File: src/mss_pkg.sv
// package: constants and carriers for the mac statistics and receive stream block
package mss_pkg;

  // ------------------------------------------------------------------
  // transmit statistics word layout
  // ------------------------------------------------------------------
  localparam int MSS_TXS_W = 32;
  localparam int MSS_TXS_RSV_HI = 29;
  localparam int MSS_TXS_ATT_HI = 28;
  localparam int MSS_TXS_ATT_LO = 25;
  localparam int MSS_TXS_RSV_LO = 24;
  localparam int MSS_TXS_EXCOLL = 23;
  localparam int MSS_TXS_LATE = 22;
  localparam int MSS_TXS_OVERLONG = 21;
  localparam int MSS_TXS_DEFER = 20;
  localparam int MSS_TXS_TAGGED = 19;
  localparam int MSS_TXS_LEN_HI = 18;
  localparam int MSS_TXS_LEN_LO = 5;
  localparam int MSS_TXS_CTRL = 4;
  localparam int MSS_TXS_UNDER = 3;
  localparam int MSS_TXS_MCAST = 2;
  localparam int MSS_TXS_BCAST = 1;
  localparam int MSS_TXS_OK = 0;

  // ------------------------------------------------------------------
  // frame constants
  // ------------------------------------------------------------------
  localparam logic [15:0] MSS_LEN_SAT = 16'h3FF0;
  localparam logic [15:0] MSS_TYPE_CTRL = 16'h8808;
  localparam logic [15:0] MSS_TYPE_VLAN = 16'h8100;
  localparam logic [47:0] MSS_DA_BCAST = 48'hFFFF_FFFF_FFFF;
  localparam int MSS_DA_GROUP_BIT = 0;
  localparam logic [4:0] MSS_MAX_TRIES = 5'h10;
  localparam logic [4:0] MSS_ONE_TRY = 5'h01;
  localparam int MSS_RXS_W = 28;

  // ------------------------------------------------------------------
  // register map
  // ------------------------------------------------------------------
  localparam logic [11:0] MSS_REG_CTRL = 12'h000;
  localparam logic [11:0] MSS_REG_TXSTAT = 12'h004;
  localparam logic [11:0] MSS_REG_RXSTAT = 12'h008;
  localparam int MSS_CTRL_VLAN_EN = 0;
  localparam logic MSS_CTRL_RESET = 1'b0;

  // ------------------------------------------------------------------
  // carriers
  // ------------------------------------------------------------------
  typedef struct packed {
    logic late_coll;
    logic defer_long;
    logic deferred;
    logic underrun;
    logic [15:0] ftype;
    logic [47:0] da;
    logic [15:0] len;
  } mss_tx_outcome_t;

  typedef enum logic {
    MSS_TX_IDLE = 1'b0,
    MSS_TX_BUSY = 1'b1
  } mss_tx_st_t;

endpackage : mss_pkg

File: src/mss_top.sv
// mac statistics packing, receive stream delivery and apb status registers
//
// Function
// attempts minus one in bits 28:25
// bit 23 when all 16 attempts collided
// bit 22 on late collision
// bit 21 when deferral exceeded maximum
// bit 20 whenever frame was deferred
// bit 19 tagged frame, only if enabled
// length in 18:5, saturating at 16368
// bit 4 for control type 88-08
// bit 3 on underrun
// bit 2 for multicast destination
// bit 1 for broadcast destination
// bit 0 only when error free
// received bytes on 8-bit data with valid
// last flag with final frame byte
// user flag at end on errored frame
// one pass flag per frame filter
// 28-bit receive statistics word
// statistics valid pulses at frame end
// all stream signals active high
// transmit statistics valid pulses at end
// reserved bits 29 and 24 zero
// client takes every byte, no backpressure
// all outputs synchronous to the clock
`timescale 1ns/100ps
module mss_top
  import mss_pkg::*;
#(
  parameter int FILTERS = 4
) (
  input wire logic CLK,
  input wire logic RESETN,
  // apb slave
  input wire logic PSEL,
  input wire logic PENABLE,
  input wire logic PWRITE,
  input wire logic [11:0] PADDR,
  input wire logic [31:0] PWDATA,
  output logic [31:0] PRDATA,
  output logic PREADY,
  output logic PSLVERR,
  // transmit outcome from the mac engine
  input wire logic TX_START,
  input wire logic TX_ATTEMPT,
  input wire logic TX_COLLISION,
  input wire logic TX_END,
  input wire mss_tx_outcome_t TX_OUTCOME,
  output logic [MSS_TXS_W-1:0] TX_STATS,
  output logic TX_STATS_VALID,
  // receive side from the mac engine
  input wire logic RX_IN_VALID,
  input wire logic [7:0] RX_IN_DATA,
  input wire logic RX_IN_LAST,
  input wire logic RX_IN_ERR,
  input wire logic [FILTERS-1:0] RX_IN_FILT,
  input wire logic [MSS_RXS_W-1:0] RX_IN_STATS,
  output logic [7:0] RX_TDATA,
  output logic RX_TVALID,
  output logic RX_TLAST,
  output logic RX_TUSER,
  output logic [FILTERS-1:0] RX_FILTER_TUSER,
  output logic [MSS_RXS_W-1:0] RX_STATS,
  output logic RX_STATS_VALID
);

  // ------------------------------------------------------------------
  // state
  // ------------------------------------------------------------------
  typedef struct packed {
    mss_tx_st_t tx_st;
    logic [4:0] tries;
    logic [4:0] colls;
    logic vlan_en;
    logic [MSS_TXS_W-1:0] tx_stats;
    logic tx_val;
    logic [7:0] rx_data;
    logic rx_valid;
    logic rx_last;
    logic rx_user;
    logic [FILTERS-1:0] rx_filt;
    logic [MSS_RXS_W-1:0] rx_stats;
    logic rx_sval;
    logic [31:0] prdata;
    logic pready;
    logic pslverr;
  } mss_state_t;

  mss_state_t q;
  mss_state_t next_q;

  logic [4:0] tries_now;
  logic [4:0] colls_now;
  logic [15:0] len_sat;
  logic [MSS_TXS_W-1:0] word;
  logic setup;
  logic wr_done;
  logic hit;

  // ------------------------------------------------------------------
  // transmit word assembly
  // ------------------------------------------------------------------
  always_comb begin
    // an attempt or collision pulsing with the end still counts
    tries_now = q.tries + {4'h0, TX_ATTEMPT};
    colls_now = q.colls + {4'h0, TX_COLLISION};
    // a seventeenth attempt must not wrap the field back to zero
    if (tries_now > MSS_MAX_TRIES) begin
      tries_now = MSS_MAX_TRIES;
    end
    len_sat = (TX_OUTCOME.len > MSS_LEN_SAT) ? MSS_LEN_SAT : TX_OUTCOME.len;
    word = '0;
    word[MSS_TXS_ATT_HI:MSS_TXS_ATT_LO] = (tries_now == 5'h00) ? 4'h0 : 4'(tries_now - MSS_ONE_TRY);
    word[MSS_TXS_EXCOLL] = (colls_now >= MSS_MAX_TRIES) && (tries_now >= MSS_MAX_TRIES);
    word[MSS_TXS_LATE] = TX_OUTCOME.late_coll;
    word[MSS_TXS_OVERLONG] = TX_OUTCOME.defer_long;
    word[MSS_TXS_DEFER] = TX_OUTCOME.deferred | TX_OUTCOME.defer_long;
    word[MSS_TXS_TAGGED] = q.vlan_en && (TX_OUTCOME.ftype == MSS_TYPE_VLAN);
    word[MSS_TXS_LEN_HI:MSS_TXS_LEN_LO] = len_sat[13:0];
    word[MSS_TXS_CTRL] = (TX_OUTCOME.ftype == MSS_TYPE_CTRL);
    word[MSS_TXS_UNDER] = TX_OUTCOME.underrun;
    word[MSS_TXS_MCAST] = TX_OUTCOME.da[MSS_DA_GROUP_BIT];
    word[MSS_TXS_BCAST] = (TX_OUTCOME.da == MSS_DA_BCAST);
    // deferral alone is not an error; the failure causes are
    word[MSS_TXS_OK] = !(word[MSS_TXS_EXCOLL] | word[MSS_TXS_LATE] |
                         word[MSS_TXS_OVERLONG] | word[MSS_TXS_UNDER]);
  end

  // ------------------------------------------------------------------
  // next state
  // ------------------------------------------------------------------
  assign setup = PSEL && !PENABLE;
  assign wr_done = PSEL && PENABLE && q.pready && PWRITE;
  assign hit = (PADDR == MSS_REG_CTRL) || (PADDR == MSS_REG_TXSTAT) ||
               (PADDR == MSS_REG_RXSTAT);

  always_comb begin
    next_q = q;
    next_q.tx_val = 1'b0;
    next_q.rx_sval = 1'b0;
    next_q.pready = 1'b0;
    next_q.pslverr = 1'b0;

    unique case (q.tx_st)
      MSS_TX_IDLE: begin
        if (TX_START && !TX_END) begin
          next_q.tx_st = MSS_TX_BUSY;
          next_q.tries = {4'h0, TX_ATTEMPT};
          next_q.colls = {4'h0, TX_COLLISION};
        end
      end
      MSS_TX_BUSY: begin
        if (TX_END) begin
          next_q.tx_st = MSS_TX_IDLE;
        end else begin
          next_q.tries = (tries_now > MSS_MAX_TRIES) ? MSS_MAX_TRIES : tries_now;
          next_q.colls = (colls_now > MSS_MAX_TRIES) ? MSS_MAX_TRIES : colls_now;
        end
      end
    endcase

    if (TX_END) begin
      next_q.tx_stats = word;
      next_q.tx_val = 1'b1;
      next_q.tries = 5'h00;
      next_q.colls = 5'h00;
    end

    // receive bytes pass straight through; nothing can stall them
    next_q.rx_valid = RX_IN_VALID;
    next_q.rx_last = RX_IN_VALID && RX_IN_LAST;
    next_q.rx_user = RX_IN_VALID && RX_IN_LAST && RX_IN_ERR;
    if (RX_IN_VALID) begin
      next_q.rx_data = RX_IN_DATA;
      next_q.rx_filt = RX_IN_FILT;
    end
    if (RX_IN_VALID && RX_IN_LAST) begin
      next_q.rx_stats = RX_IN_STATS;
      next_q.rx_sval = 1'b1;
    end

    // apb: answer in the first access cycle, zero wait states
    if (setup) begin
      next_q.pready = 1'b1;
      next_q.pslverr = !hit;
      next_q.prdata = '0;
      if (!PWRITE) begin
        if (PADDR == MSS_REG_CTRL) begin
          next_q.prdata[MSS_CTRL_VLAN_EN] = q.vlan_en;
        end else if (PADDR == MSS_REG_TXSTAT) begin
          next_q.prdata = q.tx_stats;
        end else if (PADDR == MSS_REG_RXSTAT) begin
          next_q.prdata = {{(32-MSS_RXS_W){1'b0}}, q.rx_stats};
        end
      end
    end
    if (wr_done && (PADDR == MSS_REG_CTRL)) begin
      next_q.vlan_en = PWDATA[MSS_CTRL_VLAN_EN];
    end
  end

  // ------------------------------------------------------------------
  // registers
  // ------------------------------------------------------------------
  always_ff @(posedge CLK or negedge RESETN) begin
    if (!RESETN) begin
      q <= '{tx_st: MSS_TX_IDLE, vlan_en: MSS_CTRL_RESET, default: '0};
    end else begin
      q <= next_q;
    end
  end

  assign TX_STATS = q.tx_stats;
  assign TX_STATS_VALID = q.tx_val;
  assign RX_TDATA = q.rx_data;
  assign RX_TVALID = q.rx_valid;
  assign RX_TLAST = q.rx_last;
  assign RX_TUSER = q.rx_user;
  assign RX_FILTER_TUSER = q.rx_filt;
  assign RX_STATS = q.rx_stats;
  assign RX_STATS_VALID = q.rx_sval;
  assign PRDATA = q.prdata;
  assign PREADY = q.pready;
  assign PSLVERR = q.pslverr;
endmodule : mss_top

File: config.mk
export PLATFORM = sky130hd
export DESIGN_NAME = mss_top
export DESIGN_NICKNAME = d
export VERILOG_FILES = /design/src/mss_pkg.sv /design/src/mss_top.sv
export SDC_FILE = /design/constraint.sdc
export NUM_CORES = 1
export LEC_CHECK = 0
export BUFFER_PORTS_ARGS = -buffer_cell sky130_fd_sc_hd__buf_4
export CORE_MARGIN = 5
export CORE_UTILIZATION = 42
export CTS_CLUSTER_DIAMETER = 80
export DETAILED_ROUTE_END_ITERATION = 6
export GPL_TIMING_DRIVEN = 0
export PLACE_DENSITY = 0.78
export SYNTH_ARGS = -nofsm -noshare
export SYNTH_HDL_FRONTEND = slang
export SYNTH_SLANG_ARGS = --single-unit
File: constraint.sdc
create_clock -name CLK -period 1.9 [get_ports CLK]
set_clock_uncertainty 0.05 [all_clocks]
set_input_delay 0.095 -clock CLK [delete_from_list [all_inputs] [get_ports CLK]]
set_output_delay 0.095 -clock CLK [all_outputs]
set_load 0.05 [all_outputs]
Word-level counts from Yosys, hierarchy flattened

Cells that the tools add are included.

Register bits after elaboration: 119
Latch bits: 0
RAM bits: 0
Bits in read-only memories: 0
Input port bits: 180
Output and inout bits: 111
Word-level logic and storage cells: 72
Memories: 0

Add/sub/neg operators: 3
Multiply operators: 0
Div/mod/pow operators: 0
Magnitude comparators: 6
Eq/ne operators: 6
Shifts and indexed selects: 0
Mux-type cells: 18
Bitwise operators: 5
Reduce and logical (&&, ||, !) cells: 18

Operator list:

| operator                                                                           | count |
|---|---|
| 48-bit equality test (second input constant)                                       | 1 |
| 16-bit equality test (second input constant)                                       | 2 |
| 32-bit 2-to-1 mux                                                                  | 1 |
| 31-bit 2-to-1 mux                                                                  | 1 |
| 29-bit 2-to-1 mux                                                                  | 1 |
| 28-bit 2-to-1 mux                                                                  | 1 |
| 11-bit one-hot mux with 2 select lines                                             | 1 |
| 10-bit 2-to-1 mux                                                                  | 2 |
| 16-bit by 14-bit greater-than comparator with 1-bit output (second input constant) | 1 |
| 5-bit greater-than comparator (second input constant)                              | 3 |
| 5-bit 2-to-1 mux                                                                   | 3 |
| 14-bit 2-to-1 mux                                                                  | 1 |
| 12-bit by 3-bit equality test with 1-bit output (second input constant)            | 1 |
| 12-bit by 4-bit equality test with 1-bit output (second input constant)            | 1 |
| 12-bit zero test                                                                   | 1 |
| 11-bit 2-to-1 mux                                                                  | 1 |
| 5-bit by 1-bit adder with 5-bit output                                             | 2 |
| 5-bit >= comparator (second input constant)                                        | 2 |
| 1-bit logical AND                                                                  | 10 |
| 5-bit zero test                                                                    | 1 |
| 1-bit zero test                                                                    | 4 |
| 1-bit 2-to-1 mux                                                                   | 4 |
| 4-bit 2-to-1 mux                                                                   | 1 |
| 1-bit OR                                                                           | 4 |
| other kinds (5)                                                                    | 6 |

Longest topological paths before layout

Gate-level depths: netlist of run 1.

Word-level depth: 9
Gate-level depth with buffers: 9
Mapped depth without buffers: 9

Worst setup path before layout of run 1

OpenSTA, ideal clock, no wires.

Path kind: flip-flop to flip-flop
From: register q[117] (netlist name)
To: register q, in the netlist TX_STATS[26]
Library setup time: 0.082 ns
Data arrival time: 1.866 ns
Required time: 1.768 ns
Path slack: -0.098 ns
Cell stages (with the launch flop): 10
Path buffers: 0
Clock period less this slack: 1.998 ns
Cell sequence: dfrtp_1 > ha_1 > ha_1 > nand3_1 > xor2_1 > nand2_1 > ha_1 > nand2_1 > a21oi_1 > o22ai_1

Cells in the longest elaborated chain, start to end: 5
Elaborated cells on any way between the ends: 6
Those cells by class: add/sub (2); order compare (1); mux (2); reduce/logical (1)

Ends and longest elaborated chain:

| what                                                                           | line           | source |
|---|---|---|
| start, declared                                                                | mss_top.sv:90  | `mss_state_t q;` |
| start signal, assigned                                                         | mss_top.sv:210 | `q <= next_q;` |
| 5-bit by 1-bit adder with 5-bit output *                                       | mss_top.sv:106 | `tries_now = q.tries + {4'h0, TX_ATTEMPT};` |
| 5-bit greater-than comparator                                                  | mss_top.sv:109 | `if (tries_now > MSS_MAX_TRIES) begin` |
| 5-bit 2-to-1 mux *                                                             | mss_top.sv:109 |  |
| 4-bit by 1-bit subtractor with 4-bit output or 5-bit zero test (tied branches) | mss_top.sv:114 | `word[MSS_TXS_ATT_HI:MSS_TXS_ATT_LO] = (tries_now == 5'h00) ? 4'h0 : 4'(tries_now - MSS_ONE_TRY);` |
| 4-bit 2-to-1 mux *                                                             | mss_top.sv:114 |  |

Every way passes the cells marked *; elsewhere a longest branch is shown, timed or not.
A chain may end at the register's enable or synchronous reset.

Worst setup path after layout of run 1

From: register q[117] (netlist name)
To: register q, in the netlist TX_STATS[27]

The elaborated chain is that of the path after synthesis.

==> results of run 1 <==
## layout make-up
cell class / count / area (um^2) / share of cell area
Sequential cell: 115 / 2878 / 0.3079
Timing Repair Buffer: 336 / 2740 / 0.2931
Multi-Input combinational cell: 221 / 1876 / 0.2006
Buffer: 127 / 944.7 / 0.1011
Clock buffer: 26 / 489.2 / 0.05234
Tap cell: 176 / 220.2 / 0.02356
Inverter: 46 / 172.7 / 0.01847
Clock inverter: 5 / 27.53 / 0.002945
## cells by family after synthesis
group	after synthesis
multiplexers	48
flip-flops	115
AO/OA/AOI/OAI	70
adder cells (fa/ha/maj)	5
AND/OR/NAND/NOR	83
buffers and inverters	173
other	1
XOR/XNOR	8
## cell usage after synthesis (2+ instances only)
cell / n / area share
and3_1: 2 / 0.0022
nand2_1: 14 / 0.0092
mux2i_1: 2 / 0.0035
inv_1: 46 / 0.030
a222oi_1: 26 / 0.046
buf_6: 3 / 0.0059
a22o_1: 2 / 0.0031
nand3_1: 7 / 0.0061
buf_2: 2 / 0.0018
o22ai_1: 9 / 0.0099
o21ai_0: 4 / 0.0035
xnor2_1: 4 / 0.0061
a211oi_1: 2 / 0.0026
buf_4: 106 / 0.14
buf_12: 2 / 0.0070
nand4_1: 16 / 0.018
nor3b_1: 3 / 0.0039
o22a_1: 10 / 0.015
or4_1: 2 / 0.0026
clkbuf_1: 12 / 0.0079
mux2_2: 46 / 0.091
nor3_1: 2 / 0.0018
nor4b_1: 2 / 0.0031
a32oi_1: 3 / 0.0046
dfrtp_1: 115 / 0.50
nor4_1: 5 / 0.0055
xor2_1: 4 / 0.0061
nand2b_1: 2 / 0.0022
nor2_1: 19 / 0.012
a21oi_1: 7 / 0.0061
a31oi_1: 3 / 0.0033
nor2b_1: 3 / 0.0033
ha_1: 5 / 0.011
## per-stage QoR
step,power (mW),setup TNS (ns),area [um^2],instances,util
2_1_floorplan,3.904,0,5744,509,-
3_3_place_gp,4.549,-3.702,7849,936,0.5903
3_5_place_dp,4.608,-4.883,7889,938,0.5934
4_1_cts,7.543,0,9245,1048,0.6954
5_1_grt,7.833,-0.2369,9348,1052,0.7031
6_report,7.544,0,9348,1052,0.7031
## sequential cells by signal, summed over array words and instances, names as in the netlist
name,flops
RX_TLAST,1
RX_TUSER,1
PRDATA,29
PREADY,1
RX_TVALID,1
q,12
PSLVERR,1
RX_TDATA,8
RX_STATS,28
TX_STATS,28
RX_FILTER_TUSER,4
TX_STATS_VALID,1
## worst max-delay path: cells and delay by family (launching register included)
family	cells	cell delay, ns
adder cells (fa/ha/maj)	2	0.35
XOR/XNOR	1	0.26
AND/OR/NAND/NOR	2	0.15
AO/OA/AOI/OAI	2	0.37
flip-flops	1	0.40
buffers and inverters	1	0.16
## per-layer routing
metal  wire length, um  up-vias  GRT usage
met5                 0        -          0
met3              1170       41    0.04288
met2             10170      226     0.4222
met1              7391     2544     0.2764
li1                  -     2392          -
met4               612        0     0.1054
## timing repair
action / 4_1_cts / 5_1_grt
gates resized for setup: 9 / 16
hold buffers: 77 / 0
pin swaps: 2 / 6
setup buffers: 2 / 4
cloned: 0 / 0
endpoints found under the hold margin: 104 / 0
endpoints found under the setup margin: 6 / 16
## power groups by stage
| stage | clock network [mW] | registers, mW | logic [mW] |
|---|---|---|---|
| floorplan | 0 | 2.77 | 1.13 |
| global placement | 0 | 2.78 | 1.77 |
| detailed placement | 0 | 2.80 | 1.81 |
| CTS | 2.84 | 2.76 | 1.95 |
| global route | 2.97 | 2.78 | 2.08 |
| finish | 2.80 | 2.76 | 1.99 |
## worst min-delay path by stage
stage	startpoint	to	slack, ns	cells past startpoint
after floorplan	RESETN	PRDATA[0]	-0.25	0
after global placement	TX_END	TX_STATS_VALID	0.16	1
after detailed placement	RESETN	RX_TDATA[1]	0.04	1
after CTS	TX_COLLISION	q[112]	0.02	5
after global routing	PENABLE	PRDATA[24]	0.04	3
final	TX_COLLISION	q[112]	0.03	5
==> flow_summary.toml, run 1 <==
[yosys]
yosys.area_share.adder = 0.01096
synthFlopType = "dfrtp_1"
synth_compound_area_frac = 0.09969
synth_edf_count = 0
synthMuxAreaShare = 0.09422
synth_simple_gate_area_frac = 0.08282
syn_area_mm2 = 0.005710
synth_cell_type_count = 46
ys_ff_latch = 115
synth_xor_area_frac = 0.01227
avgSynthCellArea_um2 = 11.35
ys_seq_area_frac = 0.5039
synth_top_family_by_area = "buffers and inverters"
yosysWarnings = 0
syn_inst = 503
async_flop_share = 1.000

[timing]
worst_slew_pin_slew_ns = 0.7820
hold_slack_ns = 0.03418
finalCriticalPeriod_ns = 1.888
min_period_over_period = 0.9938
max_freq_mhz = 529.6
hold_viol = 0
final-setup-viol-count = 0
rsz0062_at_grt = "true"
maxSlewHeadroom = 0.4786
drv_slew = 0
setup_slack_ns = 0.01186

[global_route]
grt_max_degree = 42
grt.total_usage = 0.2364
gr-total-overflow = 0
antenna_found_initial = 0
grt_pass1_wl_mm = 29.91
grt_pass1_vias = 5702

[layout]
final_common_cell = "buf_4"
area_delta_synth_final_pct = 63.69
drive_gt1_frac = 0.5308
layout_common_cells = "buf_4 (363), dfrtp_1 (115), dlygate4sd3_1 (77)"
n_antenna_cell = 0
final_nets = 1049
fill_cells = 932

[route]
ant_nets = 0
firstDrtPassIters = 6
via_per_inst = 4.946
vias = 5203
wl_mm = 19.35
drt_iter0_markers = 474
wire_per_inst_um = 18.39
drc = 0

[critical_path]
r2r_cells = 8
setup.worst_path.start = "q[117]"
cp_max_fo = 6
worst_path_most_repeated_cell = "ha_4"
endpoint = "TX_STATS[27]"
slowest_delay_ns = 0.40
timing.rr.end = "TX_STATS[27]"
crit_path_end_kind = "flop"
cp_slowest_cell = "dfrtp_1"
arrival_ns = 2.09
critPathKind = "reg -> reg"
cp_data_required_time_ns = 2.10
crit_chain = "ha_4, ha_4, nand3_4, xor2_4, buf_4, nand2_2, a21oi_2, o22ai_1"
reg2reg_from = "q[117]"
start_kind = "flop"
rrSetupSlack_ns = 0.01

[pwr]
switching_share = 0.3013
p_comb_frac = 0.263
p_int_mw = 5.272
p_leak_nw = 4.776
p_switching_mw = 2.273
ir_drop_mv = 0.4602
pwr-share-seq = 0.366
clock_power_share = 0.371
pwr_density_cell_mw_per_mm2 = 807.1

[place]
pre_cts_ws_ns = -0.2765
dpl.hpwl_mm = 13.58
io_buffers = 251
gp_congestion = 0.8722

[job]
cap_violations = 0

[die]
coreArea_mm2 = 0.01330
die_area_mm2 = 0.01603
rows = 42
die_w_um = 126.6
initial_core_util = 0.4295
die_y_um = 126.6
pin_count = 291

[clocking]
root_buffer = "clkbuf_16"
htreeDepth = 4
cts_sinks = 115
cts_tree = "built"
insertion_delay_ns = 0.40
numCtsBuffers = 17
clock_path_buffers = 2
clk_pin_slew_worst_paths_ns = 0.05

[hold_path]
min-delay-path-class = "in -> reg"

[outcome]
outcome = "finished clean"
(Power assumes the default switching activity.)
==> run 2: changes to the inputs <==
--- a/config.mk
+++ b/config.mk
@@ -11,7 +11,9 @@
 export CTS_CLUSTER_DIAMETER = 80
 export DETAILED_ROUTE_END_ITERATION = 6
 export GPL_TIMING_DRIVEN = 0
+export HOLD_SLACK_MARGIN = 0.1
 export PLACE_DENSITY = 0.78
+export REMOVE_ABC_BUFFERS = 1
 export SYNTH_ARGS = -nofsm -noshare
 export SYNTH_HDL_FRONTEND = slang
 export SYNTH_SLANG_ARGS = --single-unit
==> run 2 against run 1 <==
The flow now finishes with violations (setup timing). Critical path depth is 3 lower. Hold slack better by 0.097 ns. Die area stayed put. Power is 1.2% higher. Critical endpoint is now TX_STATS[4].
==> flow_summary.toml, run 2 (synthesis results as in run 1) <==
[layout]
utilization = 0.6681
largest_register_ffs = 29
area_delta_synth_final_pct = 55.54
final_nets = 964
final_common_cell = "buf_4"
fill_cells = 888
drive_gt1_frac = 0.4508
stdcell_count = 969
layout_common_cells = "buf_4 (256), dlygate4sd3_1 (120), dfrtp_1 (115)"

[timing]
finalCriticalPeriod_ns = 1.913
min_period_over_period = 1.007
maxSlewHeadroom = 0.4112
hold_viol = 0
setup_slack_ns = -0.01297
max_freq_mhz = 522.7
final-setup-viol-count = 2
worst_slew_pin_slew_ns = 0.8801
drv_slew = 0
hold_slack_ns = 0.1312

[place]
gp_congestion = 0.9184
io_buffers = 252
dpl.hpwl_mm = 11.43
place_inst = 810

[global_route]
grt_pass1_wl_mm = 29.93
use_met1 = 0.2522
grt_max_degree = 116
grtUsageMet2 = 0.4455
met3_usage = 0.06810
antenna_found_initial = 1
grt_pass1_vias = 5586
gr-total-overflow = 0
grt_busiest_layer = "met2"
grt.total_usage = 0.2394

[critical_path]
crit_chain = "buf_4, nor4b_2, nand4_1, o32ai_1, dlygate4sd3_1"
start_kind = "primary input"
r2r_cells = 9
cp_top_family = "buffers and inverters"
arrival_ns = 2.21
critPathKind = "in -> reg"
cp_max_fo = 39
cp_data_required_time_ns = 2.19
cp.buffers_inverters = 2
cp_slowest_cell = "dlygate4sd3_1"
path_depth = 5
slowest_delay_ns = 0.60
crit_path_end_kind = "flop"

[clocking]
cts_sinks = 115
insertion_delay_ns = 0.42
root_buffer = "clkbuf_16"
cts_tree = "built"
htreeDepth = 4
numCtsBuffers = 17
clk_pin_slew_worst_paths_ns = 0.06
clock_path_buffers = 2

[die]
initial_core_util = 0.4295
pin_count = 291
die_y_um = 126.6
coreArea_mm2 = 0.01330
die_w_um = 126.6
rows = 42
die_area_mm2 = 0.01603

[route]
drc = 0
wire_per_inst_um = 20.58
wl_mm = 19.95
firstDrtPassIters = 6
vias = 5086
drt_iter0_markers = 444
via_per_inst = 5.249
ant_nets = 0

[pwr]
clock_power_share = 0.401
switching_share = 0.3168
p_comb_frac = 0.236
pwr_density_cell_mw_per_mm2 = 859.7
ir_drop_mv = 0.5392
p_switching_mw = 2.419
pwr-share-seq = 0.363
p_int_mw = 5.217
p_leak_nw = 4.338

[hold_path]
min_path_cells = 2
min-delay-path-class = "in -> reg"

[outcome]
outcome = "finished with violations"
violations = "setup timing"

[job]
cap_violations = 0
## run 2: per-stage QoR
step	area (um^2)	power (mW)	setup TNS [ns]	setup WS (ns)
final	8882	7.636	-0.02107	-0.01297
after global routing	8882	7.894	-0.1474	-0.03780
after detailed placement	6904	4.329	-23.92	-0.8308
after floorplan	4790	3.626	-0.4721	-0.08730
after global placement	6902	4.296	-26.65	-0.7854
after CTS	8743	7.599	0	0.01792
## run 2: per-layer routing
layer,wire length [um],part of all wire,up-vias
li1,-,-,2224
met1,6884,0.35,2497
met2,10600,0.53,314
met3,1807,0.091,51
met4,657,0.033,0
met5,0,0,-
## run 2: power by group through the flow
| stage | registers, mW | logic [mW] | clock network, mW |
|---|---|---|---|
| after floorplan | 3.36 | 0.269 | 0 |
| after global placement | 2.79 | 1.51 | 0 |
| after detailed placement | 2.80 | 1.53 | 0 |
| after CTS | 2.76 | 1.74 | 3.10 |
| after global routing | 2.79 | 1.89 | 3.22 |
| final | 2.77 | 1.80 | 3.06 |
## run 2: final cells by class
type | count | area (um^2) | share of cell area
timing repair buffer | 378 | 3162 | 0.3560
sequential | 115 | 2878 | 0.3240
multi-input combinational | 221 | 1878 | 0.2114
clock buffer | 18 | 439.2 | 0.04944
tap | 176 | 220.2 | 0.02479
inverter | 46 | 172.7 | 0.01944
clock inverter | 14 | 130.1 | 0.01465
antenna | 1 | 2.502 | 0.0002817
## run 2: timing repair
action                     in CTS  in global routing
hold buffers                  119                  1
setup endpoints to repair      36                 44
resized for setup              14                 12
pin swaps                       5                  5
buffers inserted                2                  3
hold endpoints to repair      193                 24
## run 2: path summary, 6_finish.rpt
check,startpoint,endpoint,slack (ns)
setup / recovery,TX_END,TX_STATS[4],-0.01
hold / removal,TX_END,TX_STATS[1],0.13
setup reg to reg,q[117],TX_STATS[26],-0.01
hold reg to reg,PRDATA[0],PRDATA[0],0.42
max in group asynchronous,RESETN,q[115],0.46
min in group asynchronous,RESETN,RX_STATS[6],0.62
==> run 3: changes to the inputs <==
--- a/config.mk
+++ b/config.mk
@@ -12,7 +12,7 @@
 export DETAILED_ROUTE_END_ITERATION = 6
 export GPL_TIMING_DRIVEN = 0
 export HOLD_SLACK_MARGIN = 0.1
-export PLACE_DENSITY = 0.78
+export PLACE_DENSITY_LB_ADDON = 0.12
 export REMOVE_ABC_BUFFERS = 1
 export SYNTH_ARGS = -nofsm -noshare
 export SYNTH_HDL_FRONTEND = slang
==> run 3 against run 2 <==
The run now ends clean. Critical path depth rose by 3. Critical endpoint is now TX_STATS[28]. Combinational power fell by 4%. Die area did not move. Global-route usage fell by 3.0 points. Largest cell class unchanged. Clock-buffer cell count rose by 4. First-iteration DRC count fell by 28%. Sequential power barely moved. Setup slack improved by 0.076 ns. Wire length fell by 15%. Final cell count fell by 2.7%. Power rose by 2.6%.
==> flow_summary.toml, run 3 (synthesis results as in run 1) <==
[outcome]
outcome = "finished clean"

[layout]
seqCellArea_mm2 = 0.002878
final_common_cell = "buf_4"
final_area_mm2 = 0.008685
layout_common_cells = "buf_4 (256), dfrtp_1 (115), dlygate4sd3_1 (94)"
n_antenna_cell = 0
largest_register_ffs = 29
area_delta_synth_final_pct = 52.08
drive_gt1_frac = 0.4615
multi_input_area_mm2 = 0.001866
utilization = 0.6532
final_nets = 939
fill_cells = 992

[pwr]
ir_drop_mv = 0.5597
p_total_mw = 7.835
pwr-share-seq = 0.353
p_int_mw = 5.602
p_switching_mw = 2.232
switching_share = 0.2849
p_comb_frac = 0.221
p_leak_nw = 4.295
pwr_density_cell_mw_per_mm2 = 902.2
clock_power_share = 0.426

[critical_path]
worst_path_most_repeated_cell = "ha_4"
r2r_cells = 8
crit_path_end_kind = "flop"
setup.worst_path.start = "q[117]"
cp_slowest_cell = "dfrtp_1"
cp_data_required_time_ns = 2.13
reg2reg_from = "q[117]"
cp_max_fo = 4
slowest_delay_ns = 0.40
start_kind = "flop"
arrival_ns = 2.06
critPathKind = "reg -> reg"
crit_chain = "ha_4, ha_4, nand3_4, xor2_4, buf_4, a21boi_2, a2bb2oi_2, o22ai_1"

[route]
drc = 0
wl_mm = 16.88
via_per_inst = 4.999
ant_nets = 0
firstDrtPassIters = 5
wire_per_inst_um = 17.90
drt_iter0_markers = 318
vias = 4714

[timing]
setup_tns_ns = 0
maxSlewHeadroom = 0.4435
hold_viol = 0
max_freq_mhz = 544.3
worst_slew_pin_slew_ns = 0.8327
setup_slack_ns = 0.06294
final-setup-viol-count = 0
drv_slew = 0
min_period_over_period = 0.9669
finalCriticalPeriod_ns = 1.837

[clocking]
clock_path_buffers = 2
numCtsBuffers = 17
insertion_delay_ns = 0.41
htreeDepth = 4
clk_pin_slew_worst_paths_ns = 0.05
cts_sinks = 115
cts_tree = "built"
root_buffer = "clkbuf_16"

[job]
cap_violations = 0

[die]
die_y_um = 126.6
pin_count = 291
initial_core_util = 0.4295
rows = 42
coreArea_mm2 = 0.01330
die_area_mm2 = 0.01603
die_w_um = 126.6

[global_route]
gr-total-overflow = 0
grt_max_degree = 65
grt_pass1_vias = 5099
grt.total_usage = 0.2092
grt_pass1_wl_mm = 26.60
antenna_found_initial = 0

[hold_path]
min_path_cells = 2
min-delay-path-class = "in -> reg"
min-delay-start = "TX_END"

[place]
dpl.hpwl_mm = 11.17
place_area_mm2 = 0.006960
pre_cts_ws_ns = -0.8285
io_buffers = 252
gp_congestion = 0.8378
run 3: changes by cell type in the layout (fill, tap and decap cells not counted), moves of 2 or more:
cell,before,now
bufinv_16,1,4
clkbuf_1,0,3
clkinv_2,2,4
clkinv_4,3,0
clkinvlp_4,5,2
dlygate4sd3_1,120,94
inv_6,3,0
run 3: layout make-up:
type | count | area share
repair buffers | 353 | 0.3373
clock inverters | 10 | 0.01786
multi-input cells | 221 | 0.2148
well taps | 176 | 0.02536
clock buffers | 22 | 0.05345
flip-flops and latches | 115 | 0.3314
inverters | 46 | 0.01988
run 3: critical path: cells and delay by family, from the launching register on:
| family | cells | cell delay, ns |
|---|---|---|
| AOI/OAI and AO/OA | 3 | 0.41 |
| adders and majority gates | 2 | 0.36 |
| and+or+nand+nor | 1 | 0.10 |
| xor gates and xnor gates | 1 | 0.21 |
| buffers and inverters | 1 | 0.17 |
| DFF | 1 | 0.40 |
run 3: through the flow:
stage / hold slack [ns] / cells
after CTS: 0.1025 / 942
after detailed placement: 0.03293 / 812
final: 0.1285 / 943
after global routing: 0.1308 / 943
after floorplan: -0.2506 / 382
after global placement: 0.2582 / 810
run 3: metal layers:
| metal | vias to the layer above | share of wire | wire (um) | track usage |
|---|---|---|---|---|
| li1 | 2173 | - | - | - |
| met1 | 2279 | 0.38 | 6457 | 0.2425 |
| met2 | 230 | 0.50 | 8466 | 0.3621 |
| met3 | 32 | 0.087 | 1468 | 0.05675 |
| met4 | 0 | 0.029 | 485 | 0.09274 |
| met5 | - | 0 | 0 | 0 |
run 3: path summary, 6_finish.rpt:
check / to / slack, ns
max in group asynchronous: RX_STATS[9] / 0.96
worst max-delay path: TX_STATS[28] / 0.06
min in group asynchronous: PRDATA[27] / 0.15
worst min-delay path: q[121] / 0.13
worst max register to register: TX_STATS[28] / 0.06
worst min register to register: PRDATA[0] / 0.43
run 3: power by group through the flow:
stage | Sequential (mW) | Combinational, mW | Clock, mW
2_1_floorplan | 3.36 | 0.269 | 0
3_3_place_gp | 2.79 | 1.51 | 0
3_5_place_dp | 2.80 | 1.54 | 0
4_1_cts | 2.76 | 1.72 | 3.40
5_1_grt | 2.79 | 1.83 | 3.53
6_report | 2.77 | 1.73 | 3.33
run 3: what timing repair did:
item,CTS,global route
setup buffers,3,2
hold buffers,95,1
resized for setup,13,13
pin swaps,3,6
hold endpoints to repair,194,1
setup endpoints to repair,36,36
